## src/sac_pkg.sv

```systemverilog
// Package for the slot A front-end configuration registers
package sac_pkg;

    // Register addresses on the control port
    localparam logic [7:0] SAC_ADDR_WINDOW = 8'h39;
    localparam logic [7:0] SAC_ADDR_FRONTEND = 8'h42;

    // Window timing register field layout
    localparam int SAC_WIDTH_MSB = 15;
    localparam int SAC_WIDTH_LSB = 11;
    localparam int SAC_OFFSET_MSB = 10;
    localparam int SAC_OFFSET_LSB = 0;
    localparam logic [4:0] SAC_WIDTH_RST = 5'h04;
    localparam logic [10:0] SAC_OFFSET_RST = 11'h2fc;

    // Step sizes of the window fields, in picoseconds
    localparam int SAC_WIDTH_STEP_PS = 1000000;
    localparam int SAC_OFFSET_STEP_PS = 31250;

    // Front-end control register field layout
    localparam int SAC_MODE_MSB = 15;
    localparam int SAC_MODE_LSB = 10;
    localparam int SAC_IGAIN_MSB = 9;
    localparam int SAC_IGAIN_LSB = 8;
    localparam int SAC_BUF_BIT = 7;
    localparam int SAC_INDEN_BIT = 6;
    localparam int SAC_VREF_MSB = 5;
    localparam int SAC_VREF_LSB = 4;
    localparam int SAC_CH1_MSB = 1;
    localparam int SAC_CH1_LSB = 0;
    localparam logic [5:0] SAC_MODE_RST = 6'h07;
    localparam logic [1:0] SAC_IGAIN_RST = 2'h0;
    localparam logic SAC_BUF_RST = 1'b0;
    localparam logic SAC_INDEN_RST = 1'b0;
    localparam logic [1:0] SAC_VREF_RST = 2'h3;
    localparam logic [1:0] SAC_CH1_RST = 2'h0;

    // Integrator gain codes
    typedef enum logic [1:0] {
        SAC_IG_400K = 2'b00,
        SAC_IG_200K = 2'b01,
        SAC_IG_100K = 2'b10,
        SAC_IG_RSVD = 2'b11
    } sac_igain_type;

    // Register access request from the serial control port
    typedef struct packed {
        logic wr;
        logic rd;
        logic [7:0] addr;
        logic [15:0] wdata;
    } sac_req_type;

    // Settings handed to the analog front end
    typedef struct packed {
        logic [4:0] window_width;
        logic [10:0] window_offset;
        logic [5:0] frontend_mode;
        logic [1:0] int_resistor_code;
        logic buffer_mode;
        logic buffer_gain_low;
        logic [1:0] amp_reference_code;
        logic [7:0] chan_gain;
    } sac_cfg_type;

endpackage

```

## src/sac_regs.sv

```systemverilog
// Slot A front-end configuration register bank and settings decode
// How it works
// - Window width bits 15:11, reset 4, counted in 1 us steps.
// - Window offset bits 10:0, reset 0x2FC, counted in 31.25 ns steps.
// - Normal mode: gain code 00/01/10 selects 400k/200k/100k resistor.
// - Buffer mode: gain codes 00 and 01 give buffer gain 1.0.
// - Buffer mode: gain code 10 gives buffer gain 0.7.
// - Bit 7 resets 0; set turns the integrator into a buffer.
// - Bit 6 set: channel 1 from bits 1:0, channels 2-4 from 0x55.
// - Reference code bits 5:4, reset 3; code 0 means 1.14 V.
`timescale 1ns/1ps
`default_nettype none

module sac_regs
    import sac_pkg::*;
(
    input wire logic i_clk,                  // System clock, 125 MHz
    input wire logic i_sys_rst,              // Async reset, active high
    input wire sac_req_type i_req,           // Access from control port
    input wire logic [5:0] i_ext_chan_gain,  // Channel 2-4 gains, reg 0x55
    output logic [15:0] o_rdata,             // Read data, registered
    output logic o_rvalid,                   // Read data valid pulse
    output sac_cfg_type o_cfg                // Decoded front-end settings
);

    // Register state
    logic [4:0] width_ff;
    logic [4:0] nxt_width;
    logic [10:0] offset_ff;
    logic [10:0] nxt_offset;
    logic [5:0] mode_ff;
    logic [5:0] nxt_mode;
    logic [1:0] igain_ff;
    logic [1:0] nxt_igain;
    logic buf_ff;
    logic nxt_buf;
    logic inden_ff;
    logic nxt_inden;
    logic [1:0] vref_ff;
    logic [1:0] nxt_vref;
    logic [1:0] ch1_ff;
    logic [1:0] nxt_ch1;

    // Read port state
    logic [15:0] rdata_ff;
    logic [15:0] nxt_rdata;
    logic rvalid_ff;
    logic nxt_rvalid;

    // Output settings state
    sac_cfg_type cfg_ff;
    sac_cfg_type nxt_cfg;

    logic wr_window;
    logic wr_frontend;

    // Address decode shared by the write and read paths
    function automatic logic addr_hit(input logic [7:0] a,
                                      input logic [7:0] target);
        addr_hit = (a == target);
    endfunction

    // Read-back image of the window timing register
    function automatic logic [15:0] window_image(input logic [4:0] w,
                                                 input logic [10:0] o);
        window_image = {w, o};
    endfunction

    // Read-back image of the front-end control register; bits 3:2 read 0
    function automatic logic [15:0] frontend_image(input logic [5:0] m,
                                                   input logic [1:0] g,
                                                   input logic b,
                                                   input logic e,
                                                   input logic [1:0] v,
                                                   input logic [1:0] c);
        frontend_image = {m, g, b, e, v, 2'h0, c};
    endfunction

    assign wr_window = i_req.wr && addr_hit(i_req.addr, SAC_ADDR_WINDOW);
    assign wr_frontend = i_req.wr && addr_hit(i_req.addr, SAC_ADDR_FRONTEND);

    // Register writes
    always_comb
    begin
        nxt_width = width_ff;
        nxt_offset = offset_ff;
        nxt_mode = mode_ff;
        nxt_igain = igain_ff;
        nxt_buf = buf_ff;
        nxt_inden = inden_ff;
        nxt_vref = vref_ff;
        nxt_ch1 = ch1_ff;
        if (wr_window)
        begin
            nxt_width = i_req.wdata[SAC_WIDTH_MSB:SAC_WIDTH_LSB];
            nxt_offset = i_req.wdata[SAC_OFFSET_MSB:SAC_OFFSET_LSB];
        end
        if (wr_frontend)
        begin
            nxt_mode = i_req.wdata[SAC_MODE_MSB:SAC_MODE_LSB];
            nxt_igain = i_req.wdata[SAC_IGAIN_MSB:SAC_IGAIN_LSB];
            nxt_buf = i_req.wdata[SAC_BUF_BIT];
            nxt_inden = i_req.wdata[SAC_INDEN_BIT];
            nxt_vref = i_req.wdata[SAC_VREF_MSB:SAC_VREF_LSB];
            nxt_ch1 = i_req.wdata[SAC_CH1_MSB:SAC_CH1_LSB];
        end
    end

    always_ff @(posedge i_clk or posedge i_sys_rst)
    begin
        if (i_sys_rst)
        begin
            width_ff <= SAC_WIDTH_RST;
            offset_ff <= SAC_OFFSET_RST;
            mode_ff <= SAC_MODE_RST;
            igain_ff <= SAC_IGAIN_RST;
            buf_ff <= SAC_BUF_RST;
            inden_ff <= SAC_INDEN_RST;
            vref_ff <= SAC_VREF_RST;
            ch1_ff <= SAC_CH1_RST;
        end
        else
        begin
            width_ff <= nxt_width;
            offset_ff <= nxt_offset;
            mode_ff <= nxt_mode;
            igain_ff <= nxt_igain;
            buf_ff <= nxt_buf;
            inden_ff <= nxt_inden;
            vref_ff <= nxt_vref;
            ch1_ff <= nxt_ch1;
        end
    end

    // Read path; a read sees the value before a write in the same cycle
    always_comb
    begin
        nxt_rvalid = i_req.rd;
        nxt_rdata = rdata_ff;
        if (i_req.rd)
        begin
            if (addr_hit(i_req.addr, SAC_ADDR_WINDOW))
            begin
                nxt_rdata = window_image(width_ff, offset_ff);
            end
            else if (addr_hit(i_req.addr, SAC_ADDR_FRONTEND))
            begin
                nxt_rdata = frontend_image(mode_ff, igain_ff, buf_ff,
                                           inden_ff, vref_ff, ch1_ff);
            end
            else
            begin
                nxt_rdata = 16'h0000;
            end
        end
    end

    always_ff @(posedge i_clk or posedge i_sys_rst)
    begin
        if (i_sys_rst)
        begin
            rdata_ff <= 16'h0000;
            rvalid_ff <= 1'b0;
        end
        else
        begin
            rdata_ff <= nxt_rdata;
            rvalid_ff <= nxt_rvalid;
        end
    end

    // Settings decode; registered so the analog side sees glitch-free levels
    always_comb
    begin
        nxt_cfg.window_width = width_ff;
        nxt_cfg.window_offset = offset_ff;
        nxt_cfg.frontend_mode = mode_ff;
        nxt_cfg.amp_reference_code = vref_ff;
        nxt_cfg.buffer_mode = buf_ff;
        nxt_cfg.int_resistor_code = buf_ff ? SAC_IG_400K : igain_ff;
        nxt_cfg.buffer_gain_low = 1'b0;
        if (buf_ff)
        begin
            // buffer path relies on software setting bit 7
            case (sac_igain_type'(igain_ff))
                SAC_IG_400K, SAC_IG_200K: nxt_cfg.buffer_gain_low = 1'b0;
                SAC_IG_100K: nxt_cfg.buffer_gain_low = 1'b1;
                default: nxt_cfg.buffer_gain_low = 1'b0;
            endcase
        end
        if (inden_ff)
        begin
            nxt_cfg.chan_gain = {i_ext_chan_gain, ch1_ff};
        end
        else
        begin
            nxt_cfg.chan_gain = {4{ch1_ff}};
        end
    end

    always_ff @(posedge i_clk or posedge i_sys_rst)
    begin
        if (i_sys_rst)
        begin
            cfg_ff.window_width <= SAC_WIDTH_RST;
            cfg_ff.window_offset <= SAC_OFFSET_RST;
            cfg_ff.frontend_mode <= SAC_MODE_RST;
            cfg_ff.int_resistor_code <= SAC_IGAIN_RST;
            cfg_ff.buffer_mode <= SAC_BUF_RST;
            cfg_ff.buffer_gain_low <= 1'b0;
            cfg_ff.amp_reference_code <= SAC_VREF_RST;
            cfg_ff.chan_gain <= {4{SAC_CH1_RST}};
        end
        else
        begin
            cfg_ff <= nxt_cfg;
        end
    end

    assign o_rdata = rdata_ff;
    assign o_rvalid = rvalid_ff;
    assign o_cfg = cfg_ff;

endmodule // sac_regs

`default_nettype wire

```

## config.mk

```make
export PLATFORM = sky130hd
export DESIGN_NAME = sac_regs
export DESIGN_NICKNAME = d
export VERILOG_FILES = /design/src/sac_pkg.sv /design/src/sac_regs.sv
export SDC_FILE = /design/constraint.sdc
export NUM_CORES = 1
export LEC_CHECK = 0
export BUFFER_PORTS_ARGS = -buffer_cell sky130_fd_sc_hd__buf_2
export CAP_MARGIN = 20
export CORE_AREA = 2 2 78 80
export DETAILED_ROUTE_END_ITERATION = 7
export DIE_AREA = 0 0 80 82
export PLACE_DENSITY = 0.82
export SLEW_MARGIN = 5
export SYNTH_ARGS = -nofsm -noshare
export SYNTH_HDL_FRONTEND = slang
export SYNTH_SLANG_ARGS = --single-unit
```

## constraint.sdc

```tcl
create_clock -name i_clk -period 6.6 [get_ports i_clk]
set_clock_uncertainty 0.2 [all_clocks]
set_input_delay 1.32 -clock i_clk [delete_from_list [all_inputs] [get_ports i_clk]]
set_output_delay 1.32 -clock i_clk [all_outputs]
set_load 0.02 [all_outputs]
```

# After elaboration in Yosys (flattened, before gate mapping)
# Index checks and enable logic that the tools add are counted.
[op_classes]
reduce_logical = 2
eq_ne = 3
mux = 6
[ops]
columns = ["op", "count"]
rows = [
  ["$mux 16", 2],
  ["$eq 8x6->1 const B", 1],
  ["$eq 8x7->1 const B", 1],
  ["$mux 8", 1],
  ["$eq 2x2->1 const B", 1],
  ["$logic_and 1x1->1", 2],
  ["$mux 1", 2],
  ["$mux 2", 1],
]
[word_totals]
elab_cells = 29
input_bits = 34
out_inout_bits = 53
regBits = 83

# Depth between registers and ports, before layout
# Gate-level depths: netlist (run 1).
[logic_depth]
word_depth = 3
ltp_mapped = 5

# Worst setup path before layout (run 1)
# Ideal clock, no wire load.
[synth_timing]
kind = "input-to-reg"
startpoint = "input port i_req[16] (netlist bit)"
endpoint = "register buf_ff"
t_required_ns = 6.275
stages = 4
setup_slack_ns = 3.933
t_arrival_ns = 2.342
setup_time_ns = 0.125
path_cell_list = "nor4b_4 > nand3_2 > buf_6 > mux2_4"
[synth_between]
elab_chain_cells = 2
[synth_lines]
columns = ["element", "line", "rtl"]
rows = [
  ["from (decl)", "sac_regs.sv:19", "input wire sac_req_type i_req,"],
  ["$eq 8x7->1", "sac_regs.sv:60", "addr_hit = (a == target);"],
  ["$logic_and 1x1->1", "sac_regs.sv:80", "assign wr_frontend = i_req.wr && addr_hit(i_req.addr, SAC_ADDR_FRONTEND);"],
  ["to (signal assigned)", "sac_regs.sv:128", "buf_ff <= nxt_buf;"],
  ["to (decl)", "sac_regs.sv:35", "logic buf_ff;"],
]
# Every way passes these cells.
# A chain may end at the register's enable or synchronous reset.

# Final worst setup path (run 1)
# Ends and elaborated chain as after synthesis.

==> results of run 1 <==
sequential cells by signal, indices dropped and copies added, names as in the netlist:
register,cells
ch1_ff,2
o_rvalid,1
o_rdata,16
offset_ff,11
mode_ff,6
igain_ff,2
vref_ff,2
width_ff,5
buf_ff,1
o_cfg,36
inden_ff,1
power by group:
part	switching (mW)	internal [mW]	leakage [nW]
Clock	0.163	0.207	0.104
Combinational	0.0467	0.0275	0.862
Sequential	0.0107	0.534	1.06
Total	0.221	0.768	2.02
final cells by class:
cell class	instances	area share
Clock inverter	1	0.00799
Timing Repair Buffer	90	0.123
Multi-Input combinational cell	114	0.234
Inverter	2	0.00233
Sequential cell	83	0.562
Clock buffer	15	0.0470
Tap cell	75	0.0250
path summary, 6_finish.rpt:
| path | to | from |
|---|---|---|
| min in group asynchronous | o_cfg[19] | i_sys_rst |
| max | buf_ff | i_req[16] |
| min reg2reg | o_cfg[33] | width_ff[2] |
| max in group asynchronous | o_rdata[3] | i_sys_rst |
| max reg2reg | o_cfg[7] | inden_ff |
| min | o_cfg[33] | width_ff[2] |
logic make-up (layout without fill, tap and decap cells):
| group | Yosys count | after routing | synth area share |
|---|---|---|---|
| flops | 83 | 83 | 0.692 |
| simple gates | 82 | 82 | 0.156 |
| mux | 30 | 30 | 0.123 |
| buf+inv | 15 | 108 | 0.0226 |
| compound gates | 2 | 2 | 0.00656 |
cells in the mapped netlist (all sizes together):
cell type  instances  area [um2]
clkbuf             9        33.8
and4b              1        10.0
nand3             16        97.6
and2               1        6.26
inv                2        7.51
nor2b              4        25.0
dfrtp             57        1430
mux2              30         375
and3b              1        8.76
buf                4        27.5
a32o               2        20.0
nand2             26        97.6
nor4b              1        23.8
nand2b             2        12.5
nor3b              2        20.0
dfstp             26         683
nand4             28         175
critical path, cell delays in order:
cell and delay [ns]:
buf_2 0.12, nor4b_4 0.78, nand3_2 0.56, mux2_4 0.47
through the flow:
step,area [um2],cells,setup WS (ns)
floorplan,3050,212,2.99
global placement,3550,364,3.11
detailed placement,3550,364,3.06
CTS,3760,380,3.43
global route,3760,380,3.32
finish,3760,380,3.38
cells in the final DEF, fill, tap and decap left out:
cell        n
nand2_1    26
and4b_1     1
mux2_2     20
nor2b_1     4
and3b_1     1
nor3b_2     2
nand4_1    28
dfrtp_1    57
clkbuf_8   12
and2_1      1
nand3_4     1
nand3_1    14
inv_1       1
buf_2      86
dfstp_2    26
nor4b_4     1
a32o_1      2
mux2_4     10
nand3_2     1
clkbuf_1    3
bufinv_16   1
buf_4       4
nand2b_1    2
clkinv_2    1
layer usage:
metal  GRT usage  vias to the layer above  share of wire
li1            -                      925              -
met1       0.259                      989           0.44
met2       0.308                       70           0.49
met3      0.0363                       11          0.053
met4       0.112                        0          0.020
met5           0                        -              0
==> metrics.txt, run 1 <==
# TYPE chip_impl_metric gauge
chip_impl_info{name="status",value="finished clean"} 1
chip_impl_metric{name="route.detailed.wl_per_inst",unit="um"} 16.1
chip_impl_metric{name="peak_supply_drop",unit="uV"} 168
chip_impl_metric{name="relSlewSlack",unit=""} 0.340
chip_impl_metric{name="syn2layout_area_growth",unit="%"} 23.1
chip_impl_metric{name="avgViaCountPerCell",unit=""} 5.25
chip_impl_info{name="endpoint_kind",value="flop"} 1
chip_impl_metric{name="synthesis.instances",unit=""} 212
chip_impl_metric{name="fmax",unit="MHz"} 310
chip_impl_metric{name="design.final.nets",unit=""} 334
chip_impl_metric{name="fp-row-count",unit=""} 28
chip_impl_metric{name="antenna_found_initial",unit=""} 0
chip_impl_metric{name="grt_pass1_vias",unit=""} 1938
chip_impl_info{name="cp-start-kind",value="input pin"} 1
chip_impl_metric{name="core_area",unit="mm2"} 0.00575
chip_impl_metric{name="setup_violations",unit=""} 0
chip_impl_metric{name="routed_wirelength",unit="mm"} 6.13
chip_impl_metric{name="hold_path_depth",unit=""} 0
chip_impl_metric{name="finalCritPeriodShare",unit=""} 0.488
chip_impl_metric{name="final-seq-area",unit="mm2"} 0.00211
chip_impl_metric{name="fin_setup_tns",unit="ns"} 0
chip_impl_metric{name="total_power",unit="mW"} 0.989
chip_impl_metric{name="actual_transition_at_the_worst_max_transition_pin",unit="ns"} 0.990
chip_impl_metric{name="seq_area_frac_synth",unit=""} 0.692
chip_impl_metric{name="fin_crit",unit="ns"} 3.22
chip_impl_metric{name="total_of_buffers_placed_on_input_and_output_ports",unit=""} 86
chip_impl_metric{name="arrival_time_at_the_worst_endpoint",unit="ns"} 3.25
chip_impl_metric{name="post_synth_num_cell_types",unit=""} 24
chip_impl_metric{name="cts.repair_timing.setup_buffer_count",unit=""} 0
chip_impl_info{name="rsz0062_at_grt",value="false"} 1
chip_impl_metric{name="num_antenna_cells",unit=""} 0
chip_impl_metric{name="multiInputGateArea",unit="um2"} 877
chip_impl_metric{name="syn_nets",unit=""} 246
chip_impl_metric{name="initial_core_util",unit=""} 0.531
chip_impl_metric{name="cts.htree.levels",unit=""} 3
chip_impl_metric{name="inserted_clock_buffers",unit=""} 9
chip_impl_metric{name="gp_congestion",unit=""} 0.758
chip_impl_metric{name="worst_ep_required_time",unit="ns"} 6.63
chip_impl_metric{name="drt-pass1-iter-count",unit=""} 4
chip_impl_metric{name="hold_viol",unit=""} 0
chip_impl_metric{name="cts_resized",unit=""} 0
chip_impl_metric{name="holdBufCountCts",unit=""} 0
chip_impl_metric{name="mappedNetlistArea",unit="mm2"} 0.00305
chip_impl_metric{name="pin_count_of_the_biggest_net_entering_global_routing",unit=""} 84
chip_impl_metric{name="yosysWarnings",unit=""} 0
chip_impl_metric{name="n_fill_cell",unit=""} 443
chip_impl_metric{name="grt_pass1_wl",unit="mm"} 9.46
chip_impl_info{name="cts_root_buffer_type",value="clkbuf_8"} 1
chip_impl_metric{name="ys_ff_latch",unit=""} 83
chip_impl_metric{name="clkTransAtPathRegs",unit="ns"} 0.08
chip_impl_metric{name="clk_latency",unit="ns"} 0.34
chip_impl_metric{name="die_x",unit="um"} 80
chip_impl_metric{name="detailroute.via_count",unit=""} 1995
chip_impl_metric{name="drc",unit=""} 0
chip_impl_metric{name="pwr_density_cell",unit="mW/mm2"} 263
chip_impl_metric{name="worst_reg2reg_path_depth",unit=""} 2
chip_impl_metric{name="drive_gt1_frac",unit=""} 0.541
chip_impl_metric{name="per_instance_average_area_after_synthesis",unit="um2"} 14.4
chip_impl_metric{name="detail-route-antenna-nets",unit=""} 0
chip_impl_metric{name="total_global_route_track_usage",unit=""} 0.196
chip_impl_metric{name="setup.reg_to_reg.worst_slack",unit="ns"} 5.49
chip_impl_metric{name="clk_path_buf_depth",unit=""} 2
chip_impl_info{name="setup.worst_path.class",value="in2reg"} 1
chip_impl_metric{name="leakagePower",unit="nW"} 2.02
chip_impl_metric{name="holdWs",unit="ns"} 0.174
chip_impl_metric{name="crit_fanout",unit=""} 15
chip_impl_metric{name="cap_viol_max_count",unit=""} 0
chip_impl_metric{name="globalRouteOverflowTotal",unit=""} 0
chip_impl_info{name="worst_hold_path_type",value="reg2reg"} 1
chip_impl_metric{name="post-dp-hpwl",unit="mm"} 4.01
chip_impl_metric{name="postLayoutCoreUtil",unit=""} 0.654
chip_impl_metric{name="final_report_max_slew_violation_count",unit=""} 0
chip_impl_metric{name="die_h",unit="um"} 82
chip_impl_metric{name="first_iter_violations",unit=""} 69
chip_impl_metric{name="number_of_top_level_pins",unit=""} 87
chip_impl_info{name="cts_tree",value="yes"} 1
chip_impl_metric{name="dieArea",unit="mm2"} 0.00656
chip_impl_metric{name="clock_sinks",unit=""} 83
(Power assumes the default switching activity.)
==> inputs of run 2 (changes only) <==
--- a/config.mk
+++ b/config.mk
@@ -7,10 +7,10 @@
 export LEC_CHECK = 0
 export BUFFER_PORTS_ARGS = -buffer_cell sky130_fd_sc_hd__buf_2
 export CAP_MARGIN = 20
-export CORE_AREA = 2 2 78 80
+export CORE_AREA = 2 2 85 87
 export DETAILED_ROUTE_END_ITERATION = 7
-export DIE_AREA = 0 0 80 82
-export PLACE_DENSITY = 0.82
+export DIE_AREA = 0 0 87 89
+export PLACE_DENSITY = 0.73
 export SLEW_MARGIN = 5
 export SYNTH_ARGS = -nofsm -noshare
 export SYNTH_HDL_FRONTEND = slang
==> constraint.sdc (replaced) <==
create_clock -name i_clk -period 2.58 [get_ports i_clk]
set_clock_uncertainty 0.2 [all_clocks]
set_input_delay 0.516 -clock i_clk [delete_from_list [all_inputs] [get_ports i_clk]]
set_output_delay 0.516 -clock i_clk [all_outputs]
set_load 0.02 [all_outputs]
==> metrics.txt, run 2 (same netlist as run 1, synthesis figures left out) <==
# TYPE chip_impl_metric gauge
chip_impl_metric{name="avgViaCountPerCell",unit=""} 5.22
chip_impl_metric{name="fp-row-count",unit=""} 30
chip_impl_info{name="reg2reg_from",value="inden_ff"} 1
chip_impl_metric{name="critical_path_cell_count",unit=""} 4
chip_impl_metric{name="pin_count_of_the_biggest_net_entering_global_routing",unit=""} 84
chip_impl_metric{name="antenna_found_initial",unit=""} 0
chip_impl_info{name="worst_hold_path_type",value="in2async"} 1
chip_impl_metric{name="largest_reg_flops",unit=""} 36
chip_impl_metric{name="leakagePower",unit="nW"} 2.05
chip_impl_metric{name="power.net_switching",unit="mW"} 0.598
chip_impl_metric{name="design.final.nets",unit=""} 337
chip_impl_metric{name="die_x",unit="um"} 87
chip_impl_metric{name="worst_reg2reg_path_depth",unit=""} 1
chip_impl_metric{name="pwr_density_cell",unit="mW/mm2"} 706
chip_impl_info{name="status",value="finished clean"} 1
chip_impl_metric{name="fin_crit",unit="ns"} 1.76
chip_impl_info{name="worstPathCellList",value="buf_2 > and4b_1 > nand3_4 > mux2_2"} 1
chip_impl_metric{name="clock_sinks",unit=""} 83
chip_impl_metric{name="timing.critical_path.buf_inv",unit=""} 1
chip_impl_metric{name="slowest_delay",unit="ns"} 0.49
chip_impl_info{name="most_common_cell_after_layout_fill_and_taps_aside",value="buf_2"} 1
chip_impl_metric{name="die_h",unit="um"} 89
chip_impl_metric{name="relSlewSlack",unit=""} 0.612
chip_impl_metric{name="globalRouteOverflowTotal",unit=""} 0
chip_impl_metric{name="actual_transition_at_the_worst_max_transition_pin",unit="ns"} 0.582
chip_impl_metric{name="cap_viol_max_count",unit=""} 0
chip_impl_metric{name="post-dp-hpwl",unit="mm"} 4.13
chip_impl_metric{name="grt_pass1_vias",unit=""} 2010
chip_impl_metric{name="worst_ep_required_time",unit="ns"} 2.61
chip_impl_metric{name="crit_fanout",unit=""} 16
chip_impl_metric{name="clk_latency",unit="ns"} 0.35
chip_impl_info{name="cpMaxStageDelayCell",value="and4b_1"} 1
chip_impl_info{name="critical_path.reg2reg.endpoint",value="inden_ff"} 1
chip_impl_metric{name="number_of_top_level_pins",unit=""} 87
chip_impl_metric{name="syn2layout_area_growth",unit="%"} 25.8
chip_impl_metric{name="postLayoutCoreUtil",unit=""} 0.571
chip_impl_info{name="commonest_cells_after_routing_fill_and_taps_aside",value="86 x buf_2, 57 x dfrtp_1, 28 x nand4_1, 26 x nand2_1, 26 x dfstp_2"} 1
chip_impl_metric{name="cts.repair_timing.setup_buffer_count",unit=""} 0
chip_impl_metric{name="num_antenna_cells",unit=""} 0
chip_impl_metric{name="holdBufCountCts",unit=""} 0
chip_impl_metric{name="route.detailed.wl_per_inst",unit="um"} 16.5
chip_impl_metric{name="detail-route-antenna-nets",unit=""} 0
chip_impl_metric{name="clock_power_share",unit=""} 0.414
chip_impl_info{name="crit_path_leading_delay_family",value="simple AND/OR/NAND/NOR gates"} 1
chip_impl_info{name="endpoint_kind",value="flop"} 1
chip_impl_metric{name="drt-pass1-iter-count",unit=""} 4
chip_impl_metric{name="p_sw_frac",unit=""} 0.221
chip_impl_info{name="cts_tree",value="yes"} 1
chip_impl_info{name="setup.worst_path.class",value="in2reg"} 1
chip_impl_metric{name="fin_setup_tns",unit="ns"} 0
chip_impl_metric{name="setup.reg_to_reg.worst_slack",unit="ns"} 1.50
chip_impl_metric{name="drc",unit=""} 0
chip_impl_metric{name="wl_met2",unit="mm"} 3.05
chip_impl_metric{name="cts_resized",unit=""} 0
chip_impl_metric{name="register_share_of_total_power",unit=""} 0.515
chip_impl_metric{name="clk_path_buf_depth",unit=""} 2
chip_impl_metric{name="routed_wirelength",unit="mm"} 6.42
chip_impl_metric{name="core_area",unit="mm2"} 0.00672
chip_impl_metric{name="cts.htree.levels",unit=""} 3
chip_impl_metric{name="total_global_route_track_usage",unit=""} 0.176
chip_impl_metric{name="setup_violations",unit=""} 0
chip_impl_metric{name="initial_core_util",unit=""} 0.454
chip_impl_metric{name="hold_viol",unit=""} 0
chip_impl_metric{name="gp_congestion",unit=""} 0.733
chip_impl_metric{name="met3_length",unit="um"} 343
chip_impl_metric{name="p_int",unit="mW"} 2.11
chip_impl_info{name="uppermost_layer_routed",value="met4"} 1
chip_impl_metric{name="grt_pass1_wl",unit="mm"} 10.2
chip_impl_metric{name="n_fill_cell",unit=""} 571
chip_impl_metric{name="finalCritPeriodShare",unit=""} 0.681
chip_impl_metric{name="wirelength_met1",unit="mm"} 2.88
chip_impl_metric{name="clkTransAtPathRegs",unit="ns"} 0.09
chip_impl_metric{name="peak_supply_drop",unit="uV"} 373
chip_impl_metric{name="dieArea",unit="mm2"} 0.00774
chip_impl_metric{name="power.combinational.fraction",unit=""} 0.072
chip_impl_info{name="rsz0062_at_grt",value="false"} 1
chip_impl_info{name="cts_root_buffer_type",value="clkbuf_8"} 1
chip_impl_metric{name="arrival_time_at_the_worst_endpoint",unit="ns"} 1.79
chip_impl_metric{name="fmax",unit="MHz"} 570
chip_impl_metric{name="placedInstanceArea",unit="mm2"} 0.00359
chip_impl_info{name="cp-start-kind",value="input pin"} 1
chip_impl_metric{name="inserted_clock_buffers",unit=""} 9
chip_impl_metric{name="detailroute.via_count",unit=""} 2025
chip_impl_metric{name="total_of_buffers_placed_on_input_and_output_ports",unit=""} 86
chip_impl_info{name="crit_end",value="width_ff[4]"} 1
chip_impl_metric{name="final_report_max_slew_violation_count",unit=""} 0
chip_impl_metric{name="first_iter_violations",unit=""} 100
chip_impl_info{name="setup.worst_path.start",value="i_req[17]"} 1
chip_impl_metric{name="post-route-cell-area",unit="mm2"} 0.00384
chip_impl_metric{name="drive_gt1_frac",unit=""} 0.549
run 2: changes by cell type in the layout (fill, tap and decap cells not counted), sizes merged:
cell / previous run / this run
bufinv: 1 / 3
clkinv: 1 / 0
clkinvlp: 0 / 2
clkbuf: 15 / 12
buf: 90 / 93
run 2: cell type report:
cell class                 instances  area, um2  area share
clock inverter                     4       97.6      0.0254
clock buffer                      12        145      0.0378
multi-input combinational        114        877       0.229
sequential                        83       2110       0.550
inverter                           2       11.3     0.00294
tap                               80        100      0.0261
timing repair buffer              93        495       0.129
run 2: power groups by stage:
| stage | logic [mW] | clock network (mW) | registers [mW] |
|---|---|---|---|
| after floorplan | 0.0745 | 0 | 1.45 |
| after global placement | 0.193 | 0 | 1.42 |
| after detailed placement | 0.197 | 0 | 1.42 |
| after CTS | 0.198 | 1.13 | 1.39 |
| after global routing | 0.213 | 1.19 | 1.40 |
| final | 0.194 | 1.12 | 1.39 |
run 2: how the worst min path moves through the flow:
stage	to	slack (ns)	cells after the start
after floorplan	o_cfg[22]	0.16	0
after global placement	o_cfg[25]	0.16	0
after detailed placement	o_cfg[16]	0.17	0
after CTS	o_rvalid	0.08	1
after global routing	o_rvalid	0.08	1
final	o_rvalid	0.06	3
run 2: through the flow:
step | std cells | hold WS [ns] | power, mW | worst slack, ns
after floorplan | 212 | 0.159 | 1.52 | 0.717
after global placement | 372 | 0.165 | 1.61 | 0.493
after detailed placement | 372 | 0.165 | 1.62 | 0.451
after CTS | 388 | 0.0797 | 2.72 | 0.815
after global routing | 388 | 0.0835 | 2.80 | 0.746
final | 388 | 0.0581 | 2.71 | 0.824
run 2: tightest hold or removal path, stage by stage:
cell,delay (ns)
buf_2,0.11
clkinvlp_4,0.07
buf_12,0.34
run 2: metal layers:
metal,GRT usage,up-vias
met2,0.274,66
met4,0.0895,0
met1,0.234,1014
met3,0.0379,13
li1,-,932
met5,0,-
==> inputs of run 3 (changes only) <==
--- a/config.mk
+++ b/config.mk
@@ -7,10 +7,10 @@
 export LEC_CHECK = 0
 export BUFFER_PORTS_ARGS = -buffer_cell sky130_fd_sc_hd__buf_2
 export CAP_MARGIN = 20
-export CORE_AREA = 2 2 85 87
+export CORE_AREA = 2 2 81 83
 export DETAILED_ROUTE_END_ITERATION = 7
-export DIE_AREA = 0 0 87 89
-export PLACE_DENSITY = 0.73
+export DIE_AREA = 0 0 83 85
+export PLACE_DENSITY = 0.77
 export SLEW_MARGIN = 5
 export SYNTH_ARGS = -nofsm -noshare
 export SYNTH_HDL_FRONTEND = slang
==> constraint.sdc (replaced) <==
create_clock -name i_clk -period 1.71 [get_ports i_clk]
set_clock_uncertainty 0.2 [all_clocks]
set_input_delay 0.342 -clock i_clk [delete_from_list [all_inputs] [get_ports i_clk]]
set_output_delay 0.342 -clock i_clk [all_outputs]
set_load 0.02 [all_outputs]
==> metrics.txt, run 3 (same netlist as run 1, synthesis figures left out) <==
# TYPE chip_impl_metric gauge
chip_impl_metric{name="fp-row-count",unit=""} 29
chip_impl_metric{name="largest_reg_flops",unit=""} 36
chip_impl_metric{name="holdWs",unit="ns"} 0.00785
chip_impl_metric{name="dieArea",unit="mm2"} 0.00706
chip_impl_metric{name="total_of_buffers_placed_on_input_and_output_ports",unit=""} 86
chip_impl_metric{name="peak_supply_drop",unit="uV"} 617
chip_impl_metric{name="total_global_route_track_usage",unit=""} 0.185
chip_impl_metric{name="drc",unit=""} 0
chip_impl_metric{name="cts.htree.levels",unit=""} 3
chip_impl_metric{name="detail-route-antenna-nets",unit=""} 0
chip_impl_metric{name="die_h",unit="um"} 85
chip_impl_metric{name="timing.critical_path.buf_inv",unit=""} 1
chip_impl_metric{name="leakagePower",unit="nW"} 2.09
chip_impl_info{name="setup.worst_path.class",value="reg2out"} 1
chip_impl_metric{name="grt_pass1_wl",unit="mm"} 10.1
chip_impl_metric{name="route.detailed.wl_per_inst",unit="um"} 15.9
chip_impl_info{name="cp-start-kind",value="flop"} 1
chip_impl_info{name="rsz0062_at_grt",value="false"} 1
chip_impl_metric{name="detailroute.via_count",unit=""} 2066
chip_impl_metric{name="syn2layout_area_growth",unit="%"} 27.9
chip_impl_metric{name="design.final.nets",unit=""} 345
chip_impl_metric{name="gp_congestion",unit=""} 0.763
chip_impl_metric{name="slowest_delay",unit="ns"} 0.54
chip_impl_metric{name="clock_sinks",unit=""} 83
chip_impl_metric{name="final_report_max_slew_violation_count",unit=""} 0
chip_impl_metric{name="routed_wirelength",unit="mm"} 6.24
chip_impl_metric{name="cap_viol_max_count",unit=""} 0
chip_impl_metric{name="clkTransAtPathRegs",unit="ns"} 0.08
chip_impl_info{name="cts_tree",value="yes"} 1
chip_impl_metric{name="post-dp-hpwl",unit="mm"} 4.26
chip_impl_metric{name="total_power",unit="mW"} 3.80
chip_impl_metric{name="hold_viol",unit=""} 0
chip_impl_metric{name="clk_path_buf_depth",unit=""} 2
chip_impl_metric{name="setup_violations",unit=""} 0
chip_impl_metric{name="clk_latency",unit="ns"} 0.35
chip_impl_metric{name="drive_gt1_frac",unit=""} 0.554
chip_impl_metric{name="die_x",unit="um"} 83
chip_impl_info{name="cpMaxStageDelayCell",value="dfstp_2"} 1
chip_impl_info{name="status",value="finished clean"} 1
chip_impl_metric{name="relSlewSlack",unit=""} 0.627
chip_impl_metric{name="inserted_clock_buffers",unit=""} 9
chip_impl_metric{name="post-route-cell-area",unit="mm2"} 0.00390
chip_impl_info{name="endpoint_kind",value="output port"} 1
chip_impl_metric{name="crit_fanout",unit=""} 1
chip_impl_metric{name="finalCritPeriodShare",unit=""} 0.925
chip_impl_metric{name="avgViaCountPerCell",unit=""} 5.26
chip_impl_info{name="worstPathCellList",value="buf_2"} 1
chip_impl_metric{name="postLayoutCoreUtil",unit=""} 0.629
chip_impl_metric{name="grt_pass1_vias",unit=""} 2036
chip_impl_metric{name="fmax",unit="MHz"} 632
chip_impl_info{name="worst_hold_path_type",value="in2reg"} 1
chip_impl_metric{name="globalRouteOverflowTotal",unit=""} 0
chip_impl_metric{name="fin_crit",unit="ns"} 1.58
chip_impl_metric{name="num_antenna_cells",unit=""} 0
chip_impl_metric{name="worst_ep_required_time",unit="ns"} 1.17
chip_impl_metric{name="pwr_density_cell",unit="mW/mm2"} 974
chip_impl_info{name="most_common_cell_after_layout_fill_and_taps_aside",value="buf_2"} 1
chip_impl_info{name="crit_path_leading_delay_family",value="flip-flops"} 1
chip_impl_info{name="commonest_cells_after_routing_fill_and_taps_aside",value="86 x buf_2, 57 x dfrtp_1, 28 x nand4_1, 26 x nand2_1, 26 x dfstp_2"} 1
chip_impl_metric{name="placedInstanceArea",unit="mm2"} 0.00366
chip_impl_metric{name="drt-pass1-iter-count",unit=""} 4
chip_impl_metric{name="core_area",unit="mm2"} 0.00620
chip_impl_metric{name="pin_count_of_the_biggest_net_entering_global_routing",unit=""} 35
chip_impl_metric{name="fin_setup_tns",unit="ns"} 0
chip_impl_metric{name="initial_core_util",unit=""} 0.492
chip_impl_metric{name="first_iter_violations",unit=""} 117
chip_impl_metric{name="number_of_top_level_pins",unit=""} 87
chip_impl_metric{name="arrival_time_at_the_worst_endpoint",unit="ns"} 1.04
chip_impl_metric{name="antenna_found_initial",unit=""} 0
chip_impl_info{name="cts_root_buffer_type",value="clkbuf_8"} 1
chip_impl_metric{name="cts.repair_timing.setup_buffer_count",unit=""} 0
chip_impl_metric{name="actual_transition_at_the_worst_max_transition_pin",unit="ns"} 0.560
[run 3: cell count changes in the layout (fill, tap and decap cells not counted), sizes merged]
cell,before,now
buf,93,97
bufinv,3,1
clkbuf,12,10
clkinv,0,4
dlygate4sd3,0,4
[run 3: repair_timing]
action	in CTS	in global routing
resized for setup	0	0
hold endpoints to repair	19	0
hold buffers	4	0
[run 3: worst paths after layout]
check / start / end / slack (ns) / depth (start not counted)
min in group asynchronous: i_sys_rst / o_cfg[11] / 0.35 / 3
hold reg to reg: mode_ff[1] / o_cfg[15] / 0.18 / 0
max in group asynchronous: i_sys_rst / width_ff[2] / 0.39 / 4
hold / removal: i_ext_chan_gain[3] / o_cfg[5] / 0.008 / 3
setup / recovery: o_cfg[9] / o_cfg[9] / 0.13 / 1
setup reg to reg: inden_ff / inden_ff / 0.62 / 1
[run 3: power by group]
group	switching (mW)	internal, mW
logic	0.185	0.127
registers	0.0420	2.06
clock network	0.669	0.714
[run 3: layout make-up]
class	instances	area (um2)
repair buffers	101	603
well taps	77	96.3
flip-flops and latches	83	2110
fillers	464	2300
multi-input cells	114	877
clock inverters	6	65.1
inverters	2	11.3
clock buffers	10	138
[run 3: layer usage]
layer,vias up,routed length (um),global-route usage
li1,951,-,-
met4,0,85,0.0760
met3,7,393,0.0535
met5,-,0,0
met2,69,3060,0.294
met1,1039,2700,0.240
[run 3: stage by stage]
stage / std cells / worst slack, ns
after floorplan: 212 / 0.0206
after global placement: 373 / 0.0137
after detailed placement: 373 / -0.0370
after CTS: 393 / 0.120
after global routing: 393 / 0.0362
final: 393 / 0.128
